**config.mk**
```make
export PLATFORM = sky130hd
export DESIGN_NAME = uam_core
export DESIGN_NICKNAME = d
export VERILOG_FILES = /design/src/uam_pkg.sv /design/src/uam_core.sv
export SDC_FILE = /design/constraint.sdc
export NUM_CORES = 1
export LEC_CHECK = 0
export CORE_MARGIN = 5
export CORE_UTILIZATION = 30
export CTS_BUF_LIST = sky130_fd_sc_hd__clkbuf_16
export CTS_CLUSTER_SIZE = 16
export DETAILED_ROUTE_END_ITERATION = 12
export DONT_BUFFER_PORTS = 1
export GPL_TIMING_DRIVEN = 0
export SLEW_MARGIN = 10
export SYNTH_ARGS = -nofsm -noshare
export SYNTH_HDL_FRONTEND = slang
export SYNTH_SLANG_ARGS = --single-unit
```
**constraint.sdc**
```tcl
create_clock -name clk -period 4.85 [get_ports clk]
set_input_delay 0.97 -clock clk [delete_from_list [all_inputs] [get_ports clk]]
set_output_delay 0.97 -clock clk [all_outputs]
set_load 0.03 [all_outputs]
```
**src/uam_pkg.sv**
```systemverilog
// constants, offsets and state types for the async serial engine
package uam_pkg;

    // ************************************************************
    // bus geometry
    // ************************************************************
    localparam int ADDR_W = 3;
    localparam int DATA_W = 8;

    // ************************************************************
    // register offsets
    // ************************************************************
    localparam logic [2:0] OFS_CTRL   = 3'h0;
    localparam logic [2:0] OFS_DATA   = 3'h1;
    localparam logic [2:0] OFS_STATUS = 3'h2;
    localparam logic [2:0] OFS_INT_EN = 3'h3;
    localparam logic [2:0] OFS_INT_CLR = 3'h4;

    // ************************************************************
    // control field positions
    // ************************************************************
    localparam int CTRL_MODE_LO  = 0;
    localparam int CTRL_MODE_HI  = 1;
    localparam int CTRL_MPF      = 2;
    localparam int CTRL_TX9      = 3;
    localparam int CTRL_FAST     = 4;
    localparam int CTRL_TSEL     = 5;
    localparam int CTRL_RXEN     = 6;
    localparam int CTRL_W        = 7;

    // ************************************************************
    // status field positions
    // ************************************************************
    localparam int ST_RXF    = 0;
    localparam int ST_TXD    = 1;
    localparam int ST_RX9    = 2;
    localparam int ST_TXBUSY = 3;
    localparam int ST_RXBUSY = 4;
    localparam int EVT_W     = 2;

    // ************************************************************
    // reset values and codes
    // ************************************************************
    localparam logic [6:0] CTRL_RST   = 7'h00;
    localparam logic [1:0] INT_EN_RST = 2'h0;
    localparam logic [1:0] MODE_1     = 2'h1;
    localparam logic [1:0] MODE_2     = 2'h2;
    localparam logic [1:0] MODE_3     = 2'h3;

    // ************************************************************
    // timing counts
    // ************************************************************
    localparam logic [1:0] M2_DIV_FAST = 2'h1; // tick every 2 clocks
    localparam logic [1:0] M2_DIV_SLOW = 2'h3; // tick every 4 clocks
    localparam logic [3:0] DIV_LAST    = 4'hF;
    localparam logic [3:0] SAMP_A      = 4'h7;
    localparam logic [3:0] SAMP_B      = 4'h8;
    localparam logic [3:0] SAMP_C      = 4'h9;
    localparam logic [8:0] RX_ALL_ONES = 9'h1FF;
    localparam logic [7:0] TX_END_PAT  = 8'h01;

    // ************************************************************
    // state types
    // ************************************************************
    typedef enum logic [1:0] {
        TX_IDLE, TX_WAIT, TX_START, TX_DATA
    } uam_tx_t;

    typedef enum logic [1:0] {
        RX_HUNT, RX_BITS, RX_TAIL
    } uam_rx_t;

endpackage : uam_pkg

```
**src/uam_core.sv**
```systemverilog
// async serial engine, 8-bit and 9-bit framing, with register port
// Notes on behaviour
// - mode 1 buffer write loads marker one at ninth bit, sets pending
// - transmission starts after next divide-by-16 rollover
// - start bit first, data one bit later, first shift one bit after
// - shift right with zeros; end pattern gives last shift, done at 10th
// - modes 2/3 load ninth bit value; first shift inserts stop one
// - modes 2/3 last shift clears active and sets done at 11th rollover
// - mode 2 tick from oscillator /2 or /4, bits /32 or /64; mode 3 from timers
// - receiver samples at sixteen times baud, starts on falling edge
// - falling edge restarts divide-by-16 counter at one, fills shifter with ones
// - each bit sampled at states seven, eight, nine; majority accepted
// - nonzero first bit is a false start; go back to hunting
// - bits enter from right; start bit leftmost gives final shift, load
// - mode 1 loads only if flag clear and filter off or stop one
// - mode 1 load stores stop bit, eight data bits, sets receive flag
// - modes 2/3 load if flag clear and filter off or ninth one
// - mode 1 returns to edge hunting right after final shift
// - modes 2/3 resume hunting one bit time after final shift
`timescale 1ns/100ps

module uam_core
(
    input  wire logic                       clk,
    input  wire logic                       rst_n,
    input  wire logic                       ce,
    input  wire logic [uam_pkg::ADDR_W-1:0] regAddr,
    input  wire logic [uam_pkg::DATA_W-1:0] regWdata,
    input  wire logic                       regWr,
    input  wire logic                       regRd,
    output logic      [uam_pkg::DATA_W-1:0] regRdata,
    input  wire logic                       timer1Roll,
    input  wire logic                       timer2Roll,
    input  wire logic                       rxPin,
    output logic                            txPin,
    output logic                            irq
);
    import uam_pkg::*;

    // ************************************************************
    // declarations
    // ************************************************************
    logic [CTRL_W-1:0] ctrl;
    logic [EVT_W-1:0]  intEn;
    logic [1:0]        mode;
    logic              multiproc_filter_en;
    logic              tx_ninth_bit;
    logic              rx_ninth_bit;
    logic              rx_frame_flag;
    logic              tx_done_flag;
    logic [7:0]        serial_buffer_reg;
    logic [1:0]        preDiv;
    logic              tick;
    logic [3:0]        txDiv;
    logic              txRoll;
    uam_tx_t           txState;
    logic [8:0]        txShift;
    logic              txFirst;
    logic              txEnd;
    logic              next_txPin;
    logic              rxMeta;
    logic              rxSync;
    logic              rxPrev;
    uam_rx_t           rxState;
    logic [3:0]        rxDiv;
    logic [8:0]        rxShift;
    logic              sampA;
    logic              sampB;
    logic              bitVal;
    logic              rxFinal;
    logic              rxLoad;
    logic              wrData;
    logic              wrClr;
    logic              txSet;
    logic [DATA_W-1:0] next_rdata;

    // two-of-three vote on bit samples
    function automatic logic vote(input logic a,
                                  input logic b,
                                  input logic c);
        vote = (a & b) | (a & c) | (b & c);
    endfunction : vote

    // ************************************************************
    // register port
    // ************************************************************
    assign mode                = ctrl[CTRL_MODE_HI:CTRL_MODE_LO];
    assign multiproc_filter_en = ctrl[CTRL_MPF];
    assign tx_ninth_bit        = ctrl[CTRL_TX9];
    assign wrData = regWr && (regAddr == OFS_DATA);
    assign wrClr  = regWr && (regAddr == OFS_INT_CLR);

    // control register
    always_ff @(posedge clk or negedge rst_n)
    begin
        if (!rst_n)
            ctrl <= CTRL_RST;
        else if (ce && regWr && regAddr == OFS_CTRL)
            ctrl <= regWdata[CTRL_W-1:0];
    end

    // interrupt enable register
    always_ff @(posedge clk or negedge rst_n)
    begin
        if (!rst_n)
            intEn <= INT_EN_RST;
        else if (ce && regWr && regAddr == OFS_INT_EN)
            intEn <= regWdata[EVT_W-1:0];
    end

    // read data mux, unmapped reads give zero
    always_comb
    begin
        next_rdata = '0;
        case (regAddr)
            OFS_CTRL:
                next_rdata = {1'b0, ctrl};
            OFS_DATA:
                next_rdata = serial_buffer_reg;
            OFS_STATUS:
            begin
                next_rdata[ST_RXF]    = rx_frame_flag;
                next_rdata[ST_TXD]    = tx_done_flag;
                next_rdata[ST_RX9]    = rx_ninth_bit;
                next_rdata[ST_TXBUSY] = (txState != TX_IDLE);
                next_rdata[ST_RXBUSY] = (rxState != RX_HUNT);
            end
            OFS_INT_EN:
                next_rdata = {6'h00, intEn};
            default:
                next_rdata = '0;
        endcase
    end

    // read data stands in the cycle after the strobe only
    always_ff @(posedge clk or negedge rst_n)
    begin
        if (!rst_n)
            regRdata <= '0;
        else if (ce)
            regRdata <= regRd ? next_rdata : '0;
    end

    // level interrupt from enabled sticky bits
    assign irq = |({tx_done_flag, rx_frame_flag} & intEn);

    // ************************************************************
    // baud tick
    // ************************************************************
    // mode 2 divides the clock, modes 1/3 take timer rollovers
    always_ff @(posedge clk or negedge rst_n)
    begin
        if (!rst_n)
            preDiv <= 2'h0;
        else if (ce)
        begin
            if (tick || mode != MODE_2)
                preDiv <= 2'h0;
            else
                preDiv <= preDiv + 2'h1;
        end
    end

    always_comb
    begin
        tick = 1'b0;
        case (mode)
            MODE_2:
                tick = (preDiv == (ctrl[CTRL_FAST] ?
                        M2_DIV_FAST : M2_DIV_SLOW));
            MODE_1, MODE_3:
                tick = ctrl[CTRL_TSEL] ? timer2Roll
                                       : timer1Roll;
            default:
                tick = 1'b0;
        endcase
    end

    // ************************************************************
    // transmitter
    // ************************************************************
    // free running divide-by-16 for bit timing
    always_ff @(posedge clk or negedge rst_n)
    begin
        if (!rst_n)
            txDiv <= 4'h0;
        else if (ce && tick)
            txDiv <= txDiv + 4'h1;
    end

    assign txRoll = tick && (txDiv == DIV_LAST);
    // end pattern: marker or stop just left of output bit
    assign txEnd  = !txFirst && (txShift[8:1] == TX_END_PAT);

    // transmit sequencer
    always_ff @(posedge clk or negedge rst_n)
    begin
        if (!rst_n)
        begin
            txState <= TX_IDLE;
            txShift <= 9'h000;
            txFirst <= 1'b0;
        end
        else if (ce)
        begin
            case (txState)
                TX_IDLE:
                    if (wrData)
                    begin
                        if (mode == MODE_1)
                            txShift <= {1'b1, regWdata};
                        else
                            txShift <= {tx_ninth_bit,
                                        regWdata};
                        txFirst <= 1'b1;
                        txState <= TX_WAIT;
                    end
                TX_WAIT:
                    if (txRoll)
                        txState <= TX_START;
                TX_START:
                    if (txRoll)
                        txState <= TX_DATA;
                TX_DATA:
                    if (txRoll)
                    begin
                        if (txEnd)
                        begin
                            txShift <= {1'b0, txShift[8:1]};
                            txState <= TX_IDLE;
                        end
                        else if (txFirst && mode != MODE_1)
                            txShift <= {1'b1, txShift[8:1]};
                        else
                            txShift <= {1'b0, txShift[8:1]};
                        txFirst <= 1'b0;
                    end
                default:
                    txState <= TX_IDLE;
            endcase
        end
    end

    assign txSet = txRoll && (txState == TX_DATA) && txEnd;

    // done flag, a set in the clear cycle wins
    always_ff @(posedge clk or negedge rst_n)
    begin
        if (!rst_n)
            tx_done_flag <= 1'b0;
        else if (ce)
        begin
            if (txSet)
                tx_done_flag <= 1'b1;
            else if (wrClr && regWdata[ST_TXD])
                tx_done_flag <= 1'b0;
        end
    end

    // pin level per phase, high when idle
    always_comb
    begin
        case (txState)
            TX_START:
                next_txPin = 1'b0;
            TX_DATA:
                next_txPin = txShift[0];
            default:
                next_txPin = 1'b1;
        endcase
    end

    always_ff @(posedge clk or negedge rst_n)
    begin
        if (!rst_n)
            txPin <= 1'b1;
        else if (ce)
            txPin <= next_txPin;
    end

    // ************************************************************
    // receiver
    // ************************************************************
    // pin synchroniser and edge history
    always_ff @(posedge clk or negedge rst_n)
    begin
        if (!rst_n)
        begin
            rxMeta <= 1'b1;
            rxSync <= 1'b1;
            rxPrev <= 1'b1;
        end
        else if (ce)
        begin
            rxMeta <= rxPin;
            rxSync <= rxMeta;
            if (tick)
                rxPrev <= rxSync;
        end
    end

    // majority and final shift decode at third sample
    assign bitVal  = vote(sampA, sampB, rxSync);
    assign rxFinal = !rxShift[8];
    assign rxLoad  = tick && (rxState == RX_BITS) &&
                     (rxDiv == SAMP_C) && rxShift != RX_ALL_ONES &&
                     rxFinal && !rx_frame_flag &&
                     (!multiproc_filter_en || bitVal);

    // receive sequencer
    always_ff @(posedge clk or negedge rst_n)
    begin
        if (!rst_n)
        begin
            rxState <= RX_HUNT;
            rxDiv   <= 4'h0;
            rxShift <= RX_ALL_ONES;
            sampA   <= 1'b1;
            sampB   <= 1'b1;
        end
        else if (ce && tick)
        begin
            rxDiv <= rxDiv + 4'h1;
            case (rxState)
                RX_HUNT:
                    if (ctrl[CTRL_RXEN] && rxPrev && !rxSync)
                    begin
                        rxDiv   <= 4'h1;
                        rxShift <= RX_ALL_ONES;
                        rxState <= RX_BITS;
                    end
                RX_BITS:
                begin
                    if (rxDiv == SAMP_A)
                        sampA <= rxSync;
                    if (rxDiv == SAMP_B)
                        sampB <= rxSync;
                    if (rxDiv == SAMP_C)
                    begin
                        rxShift <= {rxShift[7:0], bitVal};
                        if (rxShift == RX_ALL_ONES && bitVal)
                            rxState <= RX_HUNT;
                        else if (rxShift != RX_ALL_ONES && rxFinal)
                        begin
                            if (mode == MODE_1)
                                rxState <= RX_HUNT;
                            else
                                rxState <= RX_TAIL;
                        end
                    end
                end
                RX_TAIL:
                    if (rxDiv == SAMP_C)
                        rxState <= RX_HUNT;
                default:
                    rxState <= RX_HUNT;
            endcase
        end
    end

    // buffer load, data bits arrive least significant first
    always_ff @(posedge clk or negedge rst_n)
    begin
        if (!rst_n)
        begin
            serial_buffer_reg <= 8'h00;
            rx_ninth_bit      <= 1'b0;
        end
        else if (ce && rxLoad)
        begin
            serial_buffer_reg <= {rxShift[0], rxShift[1],
                                  rxShift[2], rxShift[3],
                                  rxShift[4], rxShift[5],
                                  rxShift[6], rxShift[7]};
            rx_ninth_bit      <= bitVal;
        end
    end

    // receive flag, a set in the clear cycle wins
    always_ff @(posedge clk or negedge rst_n)
    begin
        if (!rst_n)
            rx_frame_flag <= 1'b0;
        else if (ce)
        begin
            if (rxLoad)
                rx_frame_flag <= 1'b1;
            else if (wrClr && regWdata[ST_RXF])
                rx_frame_flag <= 1'b0;
        end
    end

endmodule : uam_core

```
==> qor.txt <==
Post_cts resized -> 0
Biggest regs -> rxShift: 9 flops, txShift: 9 flops
RD Place Congestion -> 0.7931
Period utilization -> 49.11%
Setup Crit Path Kind -> primary input to flip-flop
Leading area contributor after synthesis -> dfrtp_1
Max frequency -> 419.8 MHz
Setup violators final -> 0
Synth area leaders -> dfrtp_1 (39%), dfstp_2 (12%), mux2_2 (5.7%)
GRT Overall Usage -> 11.98%
Req. time, crit path -> 5.06 ns
Die ar. -> 13410 µm²
Vias in the first global route -> 2387
1st-pass router iterations -> 4
Slowest CP cell -> nand3b_1
Diodes inserted -> 0
Initial antenna violation count -> 0
GRT overflow -> 0
Die X-Extent -> 115.8 µm
Syn. warnings -> 0
Num rows -> 38
CP peak stage delay -> 0.40 ns
Reg2reg start -> txState[0]
Switch Pwr -> 656.6 µW
R2R cell count -> 7
Final Hold Viols -> 0
Vias per inst -> 5.080
RSZ-0062 raised after global routing -> false
Number of post-CTS setup repair buffers -> 0
Crit-path max FO -> 10
Starting DRC count in detailed routing -> 217
Core area -> 10890 µm²
Sequential power share -> 42.5%
Io pins -> 29
Routed wire length -> 7516 µm
Leakage -> 1.676 nW
CTS Buf Count -> 9
Post-synth top area share -> 38.75%
HP Class -> primary input to async pin
Clk slew on worst S/H paths -> 0.06 ns
Syn Inst Count -> 309
Fill cells -> 1057
Buffers on Ports -> 0
HPWL after detailed placement -> 5407 µm
ANT nets after route -> 0
Cell-internal power -> 1.435 mW
Chip Height -> 115.8 µm
Power per Cell Area -> 544.1 nW/µm²
Logic pwr share -> 25.3%
DR vias -> 2362
First-pass GRT wire length -> 12460 µm
Commonest non-fill, non-tap cells in the layout -> dfrtp_1 (52), nor2_1 (31), nand2_1 (26)
Clk Latency, worst-skew pair -> 0.33 ns
Number of synthesized flops with an enable pin -> 0
Clk pwr share -> 32.2%
CTS Hold Buffers Added -> 0
Synthesis-stage register bit count -> 67
Starting Density -> 30.84%
MaxCap Viol Count -> 0
Syn-to-layout area delta -> 14.46%
R2R setup slack -> 2.54 ns
WL/cell -> 16.16 µm
Pin count of the biggest net entering global routing -> 68
Sequential share of the synthesized area -> 50.48%
Root Driver -> clkbuf_16
Worst Path Arrival -> 2.59 ns
Clock sinks -> 67
Final Max Slew Viols -> 0
Startpoint types -> primary input
Total power -> 2.091 mW
Setup Skew -> 0.007323 ns
Depth of the CTS H-tree -> 3
Nets -> 347
Most used DFF post-synth -> dfrtp_1
Minimum clock period -> 2.382 ns
Setup TNS -> 0 ns
Slew headroom -> 43.21%
Switching Fraction -> 31.40%
Commonest non-fill, non-tap cell in the layout -> dfrtp_1
Drc violations -> 0
Synth Net Count -> 336
R2r endpoint -> txShift[4]
Pin slew with the least headroom to its limit -> 0.8440 ns
Syn_area_per_cell -> 10.87 µm²
Layout cells sized above 1 -> 22.46%
Netlist cell types -> 50
Max IR drop VDD -> 251.0 µV
Max Root-Sink Buffers -> 2
CTS tree -> built
Outcome -> finished, final reports clean
Nature of the critical path endpoint -> flip-flop
Asr flop ratio synth -> 100.0%
Mapped Area -> 3358 µm²
Crit path cell chain -> inv_1 -> nor4b_2 -> o21ai_0 -> clkbuf_1 -> nand3b_1 -> o221a_2
final cells by class:
type / instances / area, µm² / share of cell area [%]
well taps: 140 / 175.2 / 4.557
inverters: 21 / 78.83 / 2.051
plain buffers: 14 / 66.31 / 1.725
clock buffers: 9 / 225.2 / 5.859
multi-input cells: 207 / 1518 / 39.49
flip-flops and latches: 67 / 1695 / 44.11
clock inverters: 7 / 85.08 / 2.214
worst max-delay path: cells and delay by family:
family                 cells  cell delay [ns]
AOI/OAI and AO/OA          2             0.56
buffers and inverters      2             0.30
and+or+nand+nor            2             0.76
power by group through the flow:
stage / Combinational, mW / Clock [mW] / Sequential [mW]
floorplan: 0.434 / 0 / 0.848
global placement: 0.510 / 0 / 0.889
detailed placement: 0.531 / 0 / 0.894
CTS: 0.533 / 0.687 / 0.886
global route: 0.600 / 0.711 / 0.908
finish: 0.530 / 0.674 / 0.888
logic make-up after synthesis:
group | synth area share, %
adders and majority gates | 2.981
AOI/OAI and AO/OA | 14.31
and+or+nand+nor | 13.86
DFF | 50.48
muxes | 13.00
buffers and inverters | 4.322
xor gates and xnor gates | 1.043
synth_stat cells, types with 7 or more instances:
master,n
dfstp_2,15
ha_1,8
clkbuf_1,7
nand2_1,26
a21oi_1,13
inv_1,21
nor2_1,31
o221a_2,7
o22ai_1,10
o32a_1,7
mux2_4,8
mux2i_1,8
o21ai_0,15
mux2_2,17
dfrtp_1,52
per-stage QoR:
stage	hold WS (ns)	util (%)	area, µm²	worst slack, ns	instances
after global placement	0.4546	32.45	3533	2.212	449
after detailed placement	0.4585	32.45	3533	2.185	449
after global routing	0.3252	35.30	3844	2.352	465
after CTS	0.3267	35.30	3844	2.528	465
final	0.3347	35.30	3844	2.468	465
after floorplan	0.4377	-	3358	2.578	309
how the worst max path moves through the flow:
| stage | from | to | cells past startpoint |
|---|---|---|---|
| floorplan | regAddr[0] | txShift[1] | 6 |
| global placement | regAddr[0] | txShift[1] | 6 |
| detailed placement | regAddr[0] | txShift[4] | 6 |
| CTS | regAddr[0] | txShift[4] | 6 |
| global route | regAddr[0] | txShift[4] | 6 |
| finish | regAddr[0] | txShift[4] | 6 |
metal layers:
layer / wire length, µm / up-vias / GRT usage (%)
li1: - / 1145 / -
met1: 3579 / 1152 / 16.13
met2: 3379 / 51 / 18.07
met3: 423 / 14 / 3.499
met4: 133 / 0 / 4.950
met5: 0 / - / 0
(Power assumes the default switching activity.)
